<file path="src/mfd_pkg.sv">
// Purpose: shared constants for the motor feedback decoder
// Assumes: 20 MHz clock, synchronous active-high reset
// Notes: command source, control mode and alignment state encodings
`default_nettype none
package mfd_pkg;
    localparam int MFD_POS_W = 32;
    localparam int MFD_VEL_W = 16;
    localparam int MFD_INTERP_W = 4;
    localparam logic [3:0] MFD_INTERP_MAX_LOG2 = 4'h9;
    localparam logic [31:0] MFD_CLK_HZ = 32'd20000000;
    localparam int MFD_VEL_WINDOW_US = 1000;
    localparam int MFD_VEL_WINDOW_CYC = (MFD_VEL_WINDOW_US * 20);
    localparam int MFD_ALIGN_TIME_US = 100000;
    localparam int MFD_ALIGN_CYC = (MFD_ALIGN_TIME_US * 20);
    localparam logic [MFD_POS_W-1:0] MFD_POS_RESET = 32'h00000000;
    typedef enum logic [1:0] {
        MFD_SRC_PROGRAM = 2'b00,
        MFD_SRC_ANALOG = 2'b01,
        MFD_SRC_NETWORK = 2'b10,
        MFD_SRC_FOLLOW = 2'b11
    } mfd_src_t;
    typedef enum logic [1:0] {
        MFD_MODE_CURRENT = 2'b00,
        MFD_MODE_VELOCITY = 2'b01,
        MFD_MODE_POSITION = 2'b10
    } mfd_mode_t;
    typedef enum logic [1:0] {
        MFD_AL_IDLE = 2'b00,
        MFD_AL_DRIVE = 2'b01,
        MFD_AL_DONE = 2'b10
    } mfd_align_t;
endpackage
`default_nettype wire

</file>
<file path="src/mfd_decoder.sv">
// Purpose: quadrature, sin/cos count, hall and command-source front end
// Assumes: all inputs synchronous to clock; single-ended levels after receivers
// Notes: outputs all registered
// Behaviour
// - feedback valid when both encoder channels are present and driven, or when the absolute source is selected.
// - direction from which channel leads; speed from pulse arrival rate.
// - optional index zeroes count for homing; works with index absent.
// - signed count kept relative to home, reported as absolute location.
// - interpolation factor is a power of two from 1 to 512.
// - counts per sin/cos cycle equal interpolation factor times four.
// - polarity setting inverts internally used velocity feedback sign.
// - error is command minus feedback; output drives error toward zero.
// - hall transition rate becomes velocity with speed and direction.
// - auxiliary encoder routes to command following or secondary feedback.
// - absolute encoder position is valid at power-on without homing.
// - alignment applies small current, watches movement, sets commutation start.
// - exactly one command source active at a time.
// - encoder following allowed only in position mode, else rejected.
`default_nettype none
module mfd_decoder
    import mfd_pkg::*;
#(
    parameter int VEL_WINDOW_CYC = MFD_VEL_WINDOW_CYC,
    parameter int ALIGN_CYC = MFD_ALIGN_CYC
) (
    input wire logic clock,
    input wire logic rst,
    input wire logic enc_a,
    input wire logic enc_b,
    input wire logic enc_a_n,
    input wire logic enc_b_n,
    input wire logic enc_index,
    input wire logic index_enable,
    input wire logic home_request,
    input wire logic [2:0] hall,
    input wire logic aux_a,
    input wire logic aux_b,
    input wire logic aux_as_follow,
    input wire logic [3:0] interp_log2,
    input wire logic sincos_step,
    input wire logic sincos_dir,
    input wire logic sincos_select,
    input wire logic absolute_select,
    input wire logic [MFD_POS_W-1:0] absolute_pos,
    input wire logic polarity_invert,
    input wire logic [1:0] mode,
    input wire logic [1:0] source_request,
    input wire logic [MFD_POS_W-1:0] command_value,
    input wire logic align_start,
    output logic [MFD_POS_W-1:0] position,
    output logic [MFD_VEL_W-1:0] velocity,
    output logic [MFD_VEL_W-1:0] hall_velocity,
    output logic direction,
    output logic feedback_valid,
    output logic homed,
    output logic quad_error,
    output logic [MFD_POS_W-1:0] aux_command,
    output logic [MFD_POS_W-1:0] aux_position,
    output logic [MFD_POS_W-1:0] loop_error,
    output logic [1:0] active_source,
    output logic source_rejected,
    output logic align_current_on,
    output logic [MFD_POS_W-1:0] commutation_offset,
    output logic align_done
);
    logic a_q, b_q, ix_q, ax_a_q, ax_b_q;
    logic [2:0] hall_q;
    logic [MFD_POS_W-1:0] pos_q, aux_q, axp_q, err_q, off_q;
    logic [MFD_VEL_W-1:0] vel_q, hvel_q, pcnt_q, hcnt_q;
    logic [31:0] win_q, al_cnt_q;
    logic dir_q, valid_q, homed_q, qerr_q, hdir_q, rej_q, hm_q, on_q, done_q;
    logic [MFD_POS_W-1:0] pout_q;
    logic [1:0] src_q;
    mfd_align_t al_q;

    // complementary pairs prove the channel is actually driven
    wire present = (enc_a ^ enc_a_n) & (enc_b ^ enc_b_n);
    wire ch_a = a_q ^ enc_a;
    wire ch_b = b_q ^ enc_b;
    wire both = ch_a & ch_b;
    wire one_step = (ch_a ^ ch_b) & present;
    // leading channel: a changed and now differs from b means forward
    wire fwd = ch_a ? (enc_a != b_q) : (enc_b == a_q);
    wire index_rise = enc_index & ~ix_q & index_enable;
    wire [MFD_POS_W-1:0] lsb_weight = {{(MFD_POS_W-1){1'b0}}, 1'b1};
    // clamp keeps the factor inside the 1..512 power-of-two range
    wire [3:0] il2 = (interp_log2 > MFD_INTERP_MAX_LOG2) ? MFD_INTERP_MAX_LOG2 :
        interp_log2;
    // one analog cycle yields factor*4 counts; a step is a quarter cycle worth factor counts
    wire [MFD_POS_W-1:0] sc_weight = lsb_weight << il2;
    wire step_fwd = sincos_select ? sincos_dir : fwd;
    wire step_any = sincos_select ? sincos_step : one_step;
    wire [MFD_POS_W-1:0] step_amt = sincos_select ? sc_weight : lsb_weight;
    wire [MFD_POS_W-1:0] pos_step = step_fwd ? pos_q + step_amt : pos_q - step_amt;
    wire [MFD_POS_W-1:0] pos_d = (index_rise || home_request) ? MFD_POS_RESET :
        step_any ? pos_step : pos_q;
    wire win_end = (win_q == 32'(VEL_WINDOW_CYC - 1));
    wire [MFD_VEL_W-1:0] pcnt_step = pcnt_q + {{(MFD_VEL_W-1){1'b0}}, step_any};
    // the step on the window's last edge counts too, else speed reads one low
    wire vel_dir = step_any ? step_fwd : dir_q;
    wire [MFD_VEL_W-1:0] vel_raw = vel_dir ? pcnt_step : -pcnt_step;
    wire [MFD_VEL_W-1:0] vel_fb = polarity_invert ? -vel_raw : vel_raw;
    wire hall_edge = (hall != hall_q);
    // hall forward sequence: a leads b leads c
    wire hall_fwd = (hall_q == 3'h1 && hall == 3'h3) || (hall_q == 3'h3 && hall == 3'h2) ||
        (hall_q == 3'h2 && hall == 3'h6) || (hall_q == 3'h6 && hall == 3'h4) ||
        (hall_q == 3'h4 && hall == 3'h5) || (hall_q == 3'h5 && hall == 3'h1);
    wire [MFD_VEL_W-1:0] hcnt_step = hcnt_q + {{(MFD_VEL_W-1){1'b0}}, hall_edge};
    wire hvel_dir = hall_edge ? hall_fwd : hdir_q;
    wire [MFD_VEL_W-1:0] hvel_raw = hvel_dir ? hcnt_step : -hcnt_step;
    wire [MFD_VEL_W-1:0] hvel_fb = polarity_invert ? -hvel_raw : hvel_raw;
    wire ax_ch = (ax_a_q ^ aux_a) ^ (ax_b_q ^ aux_b);
    wire ax_fwd = (ax_a_q ^ aux_a) ? (aux_a != ax_b_q) : (aux_b == ax_a_q);
    wire [MFD_POS_W-1:0] ax_base = aux_as_follow ? aux_q : axp_q;
    wire [MFD_POS_W-1:0] ax_next = ax_fwd ? ax_base + lsb_weight : ax_base - lsb_weight;
    wire follow_bad = (source_request == MFD_SRC_FOLLOW) &&
        ((mode != MFD_MODE_POSITION) || !aux_as_follow);
    wire [MFD_POS_W-1:0] fb_pos = pout_q;
    wire [MFD_POS_W-1:0] cmd_sel = (src_q == MFD_SRC_FOLLOW) ? aux_q : command_value;
    wire [MFD_POS_W-1:0] fb_sel = aux_as_follow ? fb_pos : axp_q;
    wire [MFD_POS_W-1:0] err_d = cmd_sel - fb_sel;
    wire al_timeout = (al_cnt_q == 32'(ALIGN_CYC - 1));

    always_ff @(posedge clock) begin
        a_q <= enc_a;
        b_q <= enc_b;
        ix_q <= enc_index;
        hall_q <= hall;
        ax_a_q <= aux_a;
        ax_b_q <= aux_b;
    end

    always_ff @(posedge clock) begin
        if (rst) begin
            pos_q <= MFD_POS_RESET;
            pout_q <= MFD_POS_RESET;
            homed_q <= 1'b0;
            hm_q <= 1'b0;
            dir_q <= 1'b0;
            qerr_q <= 1'b0;
        end else begin
            // absolute source bypasses the count with the same latency
            pout_q <= absolute_select ? absolute_pos : pos_d;
            hm_q <= homed_q | index_rise | home_request | absolute_select;
            if (index_rise || home_request) begin
                pos_q <= MFD_POS_RESET;
                homed_q <= 1'b1;
            end else if (step_any) begin
                pos_q <= pos_step;
                dir_q <= step_fwd;
            end
            if (both && present) qerr_q <= 1'b1;
        end
    end

    always_ff @(posedge clock) begin
        if (rst) begin
            win_q <= 32'h00000000;
            pcnt_q <= '0;
            hcnt_q <= '0;
            vel_q <= '0;
            hvel_q <= '0;
            hdir_q <= 1'b0;
        end else begin
            win_q <= win_end ? 32'h00000000 : win_q + 32'h00000001;
            pcnt_q <= win_end ? '0 : pcnt_step;
            hcnt_q <= win_end ? '0 : hcnt_step;
            if (win_end) vel_q <= vel_fb;
            if (win_end) hvel_q <= hvel_fb;
            if (hall_edge) hdir_q <= hall_fwd;
        end
    end

    always_ff @(posedge clock) begin
        if (rst) begin
            valid_q <= 1'b0;
            aux_q <= '0;
            axp_q <= '0;
            err_q <= '0;
            src_q <= MFD_SRC_PROGRAM;
            rej_q <= 1'b0;
        end else begin
            // absolute feedback needs no homing to be trusted
            valid_q <= absolute_select | present;
            if (ax_ch && aux_as_follow) aux_q <= ax_next;
            if (ax_ch && !aux_as_follow) axp_q <= ax_next;
            err_q <= err_d;
            // a rejected request keeps the previous single source
            if (!follow_bad) src_q <= source_request;
            rej_q <= follow_bad;
        end
    end

    // limitation: offset is simply the count after settling, no sector math
    always_ff @(posedge clock) begin
        if (rst) begin
            al_q <= MFD_AL_IDLE;
            al_cnt_q <= 32'h00000000;
            off_q <= '0;
            on_q <= 1'b0;
            done_q <= 1'b0;
        end else begin
            case (al_q)
                MFD_AL_IDLE: begin
                    al_cnt_q <= 32'h00000000;
                    if (align_start) begin
                        al_q <= MFD_AL_DRIVE;
                        on_q <= 1'b1;
                    end
                end
                MFD_AL_DRIVE: begin
                    al_cnt_q <= al_cnt_q + 32'h00000001;
                    if (al_timeout) begin
                        off_q <= pos_q;
                        al_q <= MFD_AL_DONE;
                        on_q <= 1'b0;
                        done_q <= 1'b1;
                    end
                end
                MFD_AL_DONE: begin
                    // a rerun must start its timer from zero
                    al_cnt_q <= 32'h00000000;
                    if (align_start) begin
                        al_q <= MFD_AL_DRIVE;
                        on_q <= 1'b1;
                        done_q <= 1'b0;
                    end
                end
                default: begin
                    al_q <= MFD_AL_IDLE;
                    on_q <= 1'b0;
                    done_q <= 1'b0;
                end
            endcase
        end
    end

    assign position = pout_q;
    assign velocity = vel_q;
    assign hall_velocity = hvel_q;
    assign direction = dir_q;
    assign feedback_valid = valid_q;
    assign homed = hm_q;
    assign quad_error = qerr_q;
    assign aux_command = aux_q;
    assign aux_position = axp_q;
    assign loop_error = err_q;
    assign active_source = src_q;
    assign source_rejected = rej_q;
    assign align_current_on = on_q;
    assign commutation_offset = off_q;
    assign align_done = done_q;
endmodule
`default_nettype wire

</file>
<file path="config.mk">
export PLATFORM = sky130hd
export DESIGN_NAME = mfd_decoder
export DESIGN_NICKNAME = d
export VERILOG_FILES = /design/src/mfd_pkg.sv /design/src/mfd_decoder.sv
export SDC_FILE = /design/constraint.sdc
export NUM_CORES = 1
export LEC_CHECK = 0
export BUFFER_PORTS_ARGS = -buffer_cell sky130_fd_sc_hd__buf_2
export CAP_MARGIN = 30
export CORE_UTILIZATION = 60
export CTS_CLUSTER_DIAMETER = 30
export CTS_CLUSTER_SIZE = 8
export DETAILED_ROUTE_END_ITERATION = 7
export PLACE_DENSITY = 0.89
export SYNTH_ARGS = -nofsm -noshare
export SYNTH_HDL_FRONTEND = slang
export SYNTH_SLANG_ARGS = --single-unit
</file>
<file path="constraint.sdc">
create_clock -name clock -period 9.1 [get_ports clock]
set_clock_uncertainty 0.15 [all_clocks]
set_input_delay 0.455 -clock clock [delete_from_list [all_inputs] [get_ports clock]]
set_output_delay 0.455 -clock clock [all_outputs]
set_load 0.02 [all_outputs]
</file>
# Yosys cells after proc, flatten, opt, wreduce, memory -nomap -nowiden
# Cells that the tools add are included.
[totals]
out_inout_bits = 201
wordCells = 145
in_bits = 93
regBits = 341
[op_classes]
n_addsub = 13
shift = 1
n_eq_ne = 27
reduce_logical = 25
bitwise = 19
magnitude_cmp = 1
muxes = 30
[op_table]
columns = ["cell", "n"]
rows = [
  ["$mux 32", 9],
  ["$add 32x1->32 const B", 3],
  ["$mux 16", 4],
  ["$neg 16->16", 4],
  ["$pmux 32 s2", 1],
  ["$sub 32x32->32", 2],
  ["$add 16x1->16", 2],
  ["$add 32x32->32", 1],
  ["$eq 32x15->1 const B", 1],
  ["$eq 32x21->1 const B", 1],
  ["$shl 1x4->32 const A", 1],
  ["$sub 32x1->32 const B", 1],
  ["$eq 3x3->1 const B", 6],
  ["$eq 3x2->1 const B", 4],
  ["$logic_and 1x1->1", 10],
  ["$mux 1", 10],
  ["$xor 1x1->1", 8],
  ["$logic_or 1x1->1", 7],
  ["$eq 2x2->1 const B", 3],
  ["$eq 3x1->1 const B", 2],
  ["$ne 2x2->1 const B", 3],
  ["$and 1x1->1", 5],
  ["$gt 4x4->1 const B", 1],
  ["$mux 2", 2],
  ["17 further kinds", 25],
]

# Longest topological paths before layout
# Gate-level depths: netlist of run 1.
[logic_depth]
ltp_word = 11
depth_mapped = 22
depth_no_buf = 19

# Worst setup path before layout of run 1
# No wires, ideal clock.
[synth_path]
kind = "input to register"
start = "input port aux_a"
end = "register aux_q[31] (netlist: aux_command[31])"
arrival_time_ps = 5201
slack_ps = 3618
n_path_buf = 1
required_time_ps = 8819
stages = 14
setup_ps = 131
cell_sequence = "mux2i_1 > o21ai_0 > ha_1 > clkbuf_1 > a221o_1 > a21oi_1 > a21oi_1 > o21a_1 > o21a_1 > o21ai_0 > a311oi_1 > nor3_1 > o2bb2ai_1 > o41ai_1"
[synth_between]
elab_chain_cells = 3
elab_cells_between_ends = 6
cone_classes = "1 x eq/ne; 2 x mux; 2 x bitwise; 1 x reduce/logical"
[synth_lines]
columns = ["item", "line_no", "source"]
rows = [
  ["start, declared", "mfd_decoder.sv:36", "input wire logic aux_a,"],
  ["$ne 1x1->1 or $xor 1x1->1 (tied branches)", "mfd_decoder.sv:113, mfd_decoder.sv:112", ""],
  ["$mux 1 or $xor 1x1->1 (tied branches)", "mfd_decoder.sv:113, mfd_decoder.sv:112", ""],
  ["$mux 32 or $logic_and 1x1->1 (tied branches)", "mfd_decoder.sv:115, mfd_decoder.sv:185", ""],
  ["end signal, assigned", "mfd_decoder.sv:185", "if (ax_ch && aux_as_follow) aux_q <= ax_next;"],
  ["end, declared", "mfd_decoder.sv:68", "logic [MFD_POS_W-1:0] pos_q, aux_q, axp_q, err_q, off_q;"],
]
# Parallel ways exist; a longest one is shown, timed or not.
# A chain may end at the register's enable or synchronous reset.

# Worst setup path after layout of run 1
[layout_path]
start = "input port enc_a"
end = "register vel_q[15] (netlist: velocity[15])"
[layout_between]
elab_chain_cells = 9
elab_cells_between_ends = 15
cone_classes = "3 x add/sub; 1 x eq/ne; 6 x mux; 5 x bitwise"
[layout_lines]
columns = ["item", "line_no", "source"]
rows = [
  ["start, declared", "mfd_decoder.sv:28", "input wire logic enc_a,"],
  ["$xor 1x1->1 (on tied branches)", "mfd_decoder.sv:78, mfd_decoder.sv:77", ""],
  ["$xor 1x1->1 or $and 1x1->1 (tied branches)", "mfd_decoder.sv:81, mfd_decoder.sv:77", ""],
  ["$and 1x1->1", "mfd_decoder.sv:81", "wire one_step = (ch_a ^ ch_b) & present;"],
  ["$mux 1", "mfd_decoder.sv:92", "wire step_any = sincos_select ? sincos_step : one_step;"],
  ["$add 16x1->16", "mfd_decoder.sv:98", "wire [MFD_VEL_W-1:0] pcnt_step = pcnt_q + {{(MFD_VEL_W-1){1'b0}}, step_any};"],
  ["$neg 16->16", "mfd_decoder.sv:101", "wire [MFD_VEL_W-1:0] vel_raw = vel_dir ? pcnt_step : -pcnt_step;"],
  ["$mux 16 *", "mfd_decoder.sv:101", ""],
  ["$neg 16->16", "mfd_decoder.sv:102", "wire [MFD_VEL_W-1:0] vel_fb = polarity_invert ? -vel_raw : vel_raw;"],
  ["$mux 16 *", "mfd_decoder.sv:102", ""],
  ["end signal, assigned", "mfd_decoder.sv:168", "if (win_end) vel_q <= vel_fb;"],
  ["end, declared", "mfd_decoder.sv:69", "logic [MFD_VEL_W-1:0] vel_q, hvel_q, pcnt_q, hcnt_q;"],
]
# Every way passes the cells marked *; elsewhere a longest branch is shown, timed or not.

==> metrics.md, run 1 <==
| Metric | Value |
|---|---|
| Met3 usage | ~7.6% |
| Worst-path clk slew | 40 ps |
| DRT iter0 DRCs | 1892 |
| Worst-skew pair later-pin latency | 610 ps |
| FILL cells | 2310 |
| Post-Syn Instances | 2536 |
| Worst Setup End Kind | flip-flop |
| Post-synth EDFFs | 0 |
| Register area share after synthesis | 32.9% |
| Startpoint Class | primary input |
| Max VDD drop | just under 0.0002 V |
| Rows | 67 |
| Max Root-Sink Buffers | 3 |
| Slew at the pin with the worst max-slew slack | 1050 ps |
| Register bit total from synthesis | between 300 and 400 |
| Commonest non-fill, non-tap cells in the layout | dfxtp_1, nand2_1, buf_2 |
| Post-Syn Area per Cell | about 8.2 um^2 |
| Status | complete, no violations |
| Pre-CTS setup slack | 3110 ps |
| Met1 usage | 44.9% |
| Clk root buf | clkbuf_16 |
| Final core occ | 75.6% |
| Final setup vio count | 0 |
| M2 GR Usage | 60.0% |
| Mapped Area | 0.0207 mm^2 |
| Post-DRT Antenna Nets | 0 |
| Top FF cell, synth | dfxtp_1 |
| Slew Limit Fails | 0 |
| Lkg Pwr | 10.9 nW |
| Worst EP arrival | 6400 ps |
| # IOs | 294 |
| Syn nets | 2741 |
| DP Area | about 0.022 mm^2 |
| Setup Fix Bufs, Post-CTS | 0 |
| Final Instance Area | 0.0255 mm^2 |
| Share of cells above drive strength 1 | 19.3% |
| Die H | 188 um |
| Via density | 6.17 |
| TritonCTS clock tree | yes |
| Minimum clock period | 6040 ps |
| Peak Freq | 0.166 GHz |
| Most common cell after layout, fill and taps aside | dfxtp_1 |
| Setup slack after layout | 3060 ps |
| Hold Violations, Final | 0 |
| GP Congestion | slightly below 1 |
| Data required, critical path | 9470 ps |
| CTS sink cnt | 341 |
| TNS Setup | 0 ps |
| Initial antenna violation count | 4 |
| Worst hold path type | primary input to flip-flop |
| Die width | 188 um |
| Critical path class | primary input to flip-flop |
| Area Overhead vs Synth | 23.2% |
| First-pass DRT Iterations | 6 |
| Crit-path max FO | 41 |
| Post-Route WL | 66.9 mm |
| Unique masters post-synth | between 90 and 100 |
| Relative slew slack | 29.8% |
| Die area | 0.0353 mm^2 |
| Power Total | 0.00588 W |
| RSZ-0062 raised after global routing | false |
| Drt wl/cell | 20.0 um |
| Initial core utilization | 61.3% |
| Most Used Layer, Global Route | met2 |
| Global-route wire length before repair | 104 mm |
| Maxcap violations | 0 |
| Port Buffers | 293 |
| Final HPWL DP | 46.6 mm |
| Ys async rst share | 0% |
| Final period util | 66.3% |
| Vias in the first global route | 19818 |
| Nets | 3041 |
| Largest net degree at the start of global routing | 70 |
| Total CTS buffers | 78 |
| Total GRT Usage | 36.9% |
| Ys Warns | 0 |
| # DRC | 0 |
| H-tree depth | 3 |
| Core Region | 0.0338 mm^2 |
| Vias | 20656 |
| Power Density | 230 mW/mm^2 |
| Total gr overflow | 0 |
[flip-flops by register name, summed over array words and instances, names as in the netlist, 2 cells and up]
| signal | cells |
|---|---|
| aux_position | 32 |
| active_source | 2 |
| hall_q | 3 |
| loop_error | 32 |
| velocity | 16 |
| pos_q | 32 |
| win_q | 32 |
| al_cnt_q | 32 |
| position | 32 |
| hall_velocity | 16 |
| aux_command | 32 |
| commutation_offset | 32 |
| hcnt_q | 16 |
| pcnt_q | 16 |
| al_q | 2 |
[final timing paths]
check                           depth (start not counted)                                   to                                start  slack [ps]
worst max-delay path                                   19            velocity[15]$_SDFFE_PP0P_                                enc_a        3060
worst min-delay path                                    2              position[21]$_SDFF_PP0_                     absolute_pos[21]           7
worst max register to register                         17            velocity[15]$_SDFFE_PP0P_                          b_q$_DFF_P_        3330
worst min register to register                          2  commutation_offset[20]$_SDFFE_PP0P_  commutation_offset[20]$_SDFFE_PP0P_         300
[power breakdown]
part           leakage (nW)  internal (W)  switching (W)
combinational          6.84      0.000487       0.000779
sequential             2.78       0.00159       0.000104
clock                  1.33       0.00201       0.000911
total                  10.9       0.00408        0.00179
[what timing repair did]
action	CTS	global route
hold buffers	33	0
gates resized for setup	0	0
endpoints found under the hold margin	34	0
[metal layers]
metal  part of all wire [%]  vias to the layer above
met5                      0                        -
met4                    5.4                        0
met3                    9.0                      236
met2                     46                     1041
met1                     40                     9707
li1                       -                     9672
[cell families after synthesis]
family          count (synthesis)  share of synthesized area, %
mux                           114                          5.88
other cells                     2                        0.0362
buf+inv                       176                          3.42
simple gates                  963                          22.1
fa+ha+maj                     112                          6.87
compound gates                601                          19.0
xor+xnor                      227                          9.70
flops                         341                          32.9
[final cells by class]
class / count / area, um^2 / area share, %
multi-input combinational: 2019 / 13200 / 51.8
sequential: 341 / 6830 / 26.7
clock buffer: 103 / 2200 / 8.61
timing repair buffer: 349 / 2000 / 7.82
tap: 448 / 561 / 2.20
clock inverter: 36 / 541 / 2.12
inverter: 47 / 176 / 0.691
antenna: 4 / 10.0 / 0.0392
[stage by stage]
| stage | cells | hold slack [ps] |
|---|---|---|
| global route | 3344 | 11.1 |
| floorplan | 2536 | 268 |
| finish | 3347 | 7.49 |
| CTS | 3343 | 3.90 |
| detailed placement | 3171 | 292 |
| global placement | 3169 | 278 |
[worst max-delay path, stage by stage]
cell and delay (ps):
dlygate4sd3_1 560, buf_2 170, xor2_1 160, ha_1 280, inv_1 40, o41a_1 410, buf_4 270, inv_2 630
ha_1 390, ha_1 400, xor2_1 250, or3_1 500, nor3_4 410, mux2_2 390, o32ai_1 300, and4b_4 320
a31oi_2 90, xnor2_1 150, a211oi_1 220
[Yosys cell counts (10+ instances only)]
master | number | area share (%)
mux2i_1 | 52 | 2.5
nand2_1 | 331 | 6.0
o21ai_0 | 77 | 1.9
o22a_1 | 19 | 0.80
nor2_1 | 249 | 4.5
a211oi_1 | 40 | 1.4
nor2b_1 | 24 | 0.72
ha_1 | 109 | 6.6
or3_1 | 21 | 0.63
mux2_2 | 62 | 3.4
nand4_1 | 32 | 0.97
nand3_1 | 77 | 1.9
a21boi_0 | 17 | 0.62
a21o_1 | 45 | 1.6
xnor2_1 | 124 | 5.2
and3_1 | 44 | 1.3
clkbuf_1 | 108 | 2.0
nor4_1 | 23 | 0.69
a21oi_1 | 215 | 5.2
o31ai_1 | 28 | 1.0
dfxtp_1 | 341 | 33
o21a_1 | 17 | 0.62
o21bai_1 | 11 | 0.40
a41oi_1 | 10 | 0.42
nand2b_1 | 27 | 0.82
nor3_1 | 47 | 1.1
and2_1 | 18 | 0.54
inv_1 | 45 | 0.82
xor2_1 | 100 | 4.2
a31oi_1 | 23 | 0.69
Power figures use the tool's default switching activity.
==> run 2, diff against run 1 <==
Settings changed: ABC_AREA set to 1, CORE_UTILIZATION 60 to 53, PLACE_DENSITY 0.89 to 0.83.
Clock period 9.1 ns to 5.1 ns, I/O delays scaled along.
==> metrics.md, run 2 <==
| Metric | Value |
|---|---|
| Top FF cell, synth | dfxtp_1 |
| Area Overhead vs Synth | 23.6% |
| Critical Path Max Stage Delay | 560 ps (-70 ps) |
| Die area | 0.0415 mm^2 (+18%) |
| Max Root-Sink Buffers | 3 (unchanged) |
| Commonest non-fill, non-tap cells in the layout | nand2_1, inv_1, nor2_1 |
| Post-Syn Instances | 3302 (+30%) |
| Core Region | 0.0399 mm^2 (+18%) |
| Peak Freq | 0.222 GHz |
| Vias in the first global route | 20969 (+5.8%) |
| Gate power share | 24.1% (+2.6 points) |
| TNS Setup | 0 ps (unchanged) |
| Clk root buf | clkbuf_16 |
| Unique masters post-synth | 57 (-42%) |
| Switching Share | 32.4% (+1.8 points) |
| Synth top area share | 31.7% (-1.3 points) |
| Die width | 204 um (+8.4%) |
| Post-synth EDFFs | 0 (unchanged) |
| Total gr overflow | 0 (unchanged) |
| H-tree depth | 3 (unchanged) |
| DRT iter0 DRCs | 2323 (+23%) |
| Most used cell, CP | nand2_1 |
| Worst-skew pair later-pin latency | 590 ps (-20 ps) |
| Share of cells above drive strength 1 | 14.0% (-5.3 points) |
| Net switching power of the design | 0.00342 W (+91%) |
| Mapped Area | 0.0216 mm^2 (+4.1%) |
| Crit-path max FO | 24 (-41%) |
| Syn nets | 3507 (+28%) |
| Lkg Pwr | 13.2 nW (+20%) |
| Int Pwr | 0.00715 W (+75%) |
| Non-Filler Instances | 4229 (+26%) |
| Ys async rst share | 0% (unchanged) |
| Rows | 73 (+9.0%) |
| Final setup vio count | 0 (unchanged) |
| Post-Route WL | 71.2 mm (+6.5%) |
| Initial antenna violation count | 0 (-4) |
| Leading cell type by number of instances after synthesis | nand2_1 |
| Post-Syn Area per Cell | 6.53 um^2 (-20%) |
| Top delay family on crit path | buffers and inverters |
| Top cells by area, synth | dfxtp_1, nand2_1, inv_1 |
| Drt wl/cell | 16.8 um (-16%) |
| Worst hold path type | primary input to flip-flop |
| RSZ-0062 raised after global routing | false |
| # DRC | 0 (unchanged) |
| Global-route wire length before repair | 110 mm (+5.1%) |
| Cell Count Post-Placement | 4038 (+27%) |
| Buf+Inv Stages, Crit Path | 6 (+1) |
| Vias | 23288 (+13%) |
| Final period util | 88.4% |
| Clock group share of total power | 47.6% (-2.0 points) |
| Post-CTS Resized | 0 (unchanged) |
| Diodes inserted | 0 (-4) |
| Worst EP arrival | 4820 ps (-1580 ps) |
| Register bit total from synthesis | 341 (unchanged) |
| First-pass DRT Iterations | 6 (unchanged) |
| Most common cell after layout, fill and taps aside | nand2_1 |
| Max VDD drop | 0.000373 V (+91%) |
| Relative slew slack | 33.8% (+4.1 points) |
| GP Congestion | 1.00 (+4.4%) |
| Nets | 3853 (+27%) |
| Critical path class | primary input to flip-flop |
| Post-DRT Antenna Nets | 0 (unchanged) |
| # IOs | 294 (unchanged) |
| Final HPWL DP | 53.3 mm (+15%) |
| Worst Setup End Kind | flip-flop |
| Via density | 5.51 (-11%) |
| CP max stage cell | dlygate4sd3_1 |
| Hold Violations, Final | 0 (unchanged) |
| Power Total | 0.0106 W (+80%) |
| TritonCTS clock tree | yes |
| Slew Limit Fails | 0 (unchanged) |
| Power Density | 397 mW/mm^2 (+72%) |
| Port Buffers | 293 (unchanged) |
| Synth area leader | dfxtp_1 |
| CTS sink cnt | 341 (unchanged) |
| Initial core utilization | 54.0% (-7.3 points) |
| Status | complete, no violations |
| Ys Warns | 0 (unchanged) |
| Sequential power share | 28.3% (-0.5 points) |
| Minimum clock period | 4510 ps |
| Data required, critical path | 5420 ps (-4050 ps) |
| Worst-path clk slew | 50 ps (about the same) |
| Total GRT Usage | 33.5% (-3.4 points) |
| Leading cell types by count after synthesis | nand2_1, inv_1, nor2_1, dfxtp_1, a21oi_1 |
| Total CTS buffers | 78 (unchanged) |
| Die H | 204 um (+8.4%) |
| Slew at the pin with the worst max-slew slack | 991 ps (-59.7 ps) |
| Maxcap violations | 0 (unchanged) |
| Startpoint Class | primary input |
| Largest net degree at the start of global routing | 77 (+10%) |
| Register area share after synthesis | 31.7% (-1.3 points) |
-- run 2: changes by cell type in the layout (fill, tap and decap cells not counted), sizes merged, moves of 63 or more --
cell | previous run | this run
inv | 49 | 493
nor2 | 249 | 384
xnor2 | 124 | 26
nand3 | 79 | 227
o21ai | 84 | 271
nand2 | 333 | 651
a21oi | 215 | 307
xor2 | 103 | 40
-- run 2: cells by family after synthesis --
family                     Yosys count  share of synthesized area [%]
xor gates and xnor gates            66                           2.68
muxes                                1                         0.0522
AOI/OAI and AO/OA                  748                           19.4
and+or+nand+nor                   1437                           29.1
DFF                                341                           31.7
other                                2                         0.0348
adders and majority gates          112                           6.60
buffers and inverters              595                           10.5
-- run 2: worst register-to-register path, delay by kind of cell, from the launching register on --
family | cells | cell delay [ps]
AOI/OAI and AO/OA | 4 | 940
and+or+nand+nor | 14 | 1310
adders and majority gates | 1 | 370
xor gates and xnor gates | 1 | 160
buffers and inverters | 4 | 1050
DFF | 1 | 360
-- run 2: metal layers --
metal	vias to the layer above	track usage [%]	wire, um
li1	11572	-	-
met1	10559	44.2	30300
met2	986	51.0	30300
met3	171	7.97	7210
met4	0	16.4	3330
met5	-	0	0
-- run 2: per-stage QoR --
| step | hold slack (ps) | util, % | cell area, um^2 | setup WS [ps] |
|---|---|---|---|---|
| finish | 50.3 | 66.8 | 26600 | 593 |
| global route | 46.3 | 66.8 | 26600 | 240 |
| CTS | 19.4 | 66.8 | 26600 | 729 |
| detailed placement | 237 | 58.7 | 23400 | 1140 |
| global placement | 234 | 58.7 | 23400 | 1190 |
| floorplan | 133 | - | 21600 | 1470 |
-- run 2: layout make-up --
class                   count  area, um^2
multi-input cells        2366       12500
fillers                  3547       13300
well taps                 525         657
clock inverters            40         541
repair buffers            365        2150
inverters                 496        1860
clock buffers              96        2110
flip-flops and latches    341        6830
-- run 2: final timing paths --
path / from / to / slack (ps) / cells after the start
worst min register to register: commutation_offset[17]$_SDFFE_PP0P_ / commutation_offset[17]$_SDFFE_PP0P_ / 290 / 2
worst max-delay path: enc_a / position[29]$_SDFF_PP0_ / 590 / 27
worst max register to register: a_q$_DFF_P_ / position[29]$_SDFF_PP0_ / 630 / 24
worst min-delay path: command_value[31] / loop_error[31]$_SDFF_PP0_ / 50 / 6
-- run 2: power groups by stage --
stage                     Combinational (W)  Clock, W  Sequential [W]
after floorplan                     0.00159         0         0.00316
after global placement              0.00242         0         0.00303
after detailed placement            0.00244         0         0.00303
after CTS                           0.00249   0.00507         0.00299
after global routing                0.00282   0.00520         0.00300
final                               0.00255   0.00503         0.00299
-- run 2: timing repair --
| action | 4_1_cts | 5_1_grt |
|---|---|---|
| endpoints found under the hold margin | 51 | 0 |
| buffers inserted | 0 | 0 |
| endpoints found under the setup margin | 0 | 0 |
| hold buffers | 55 | 0 |
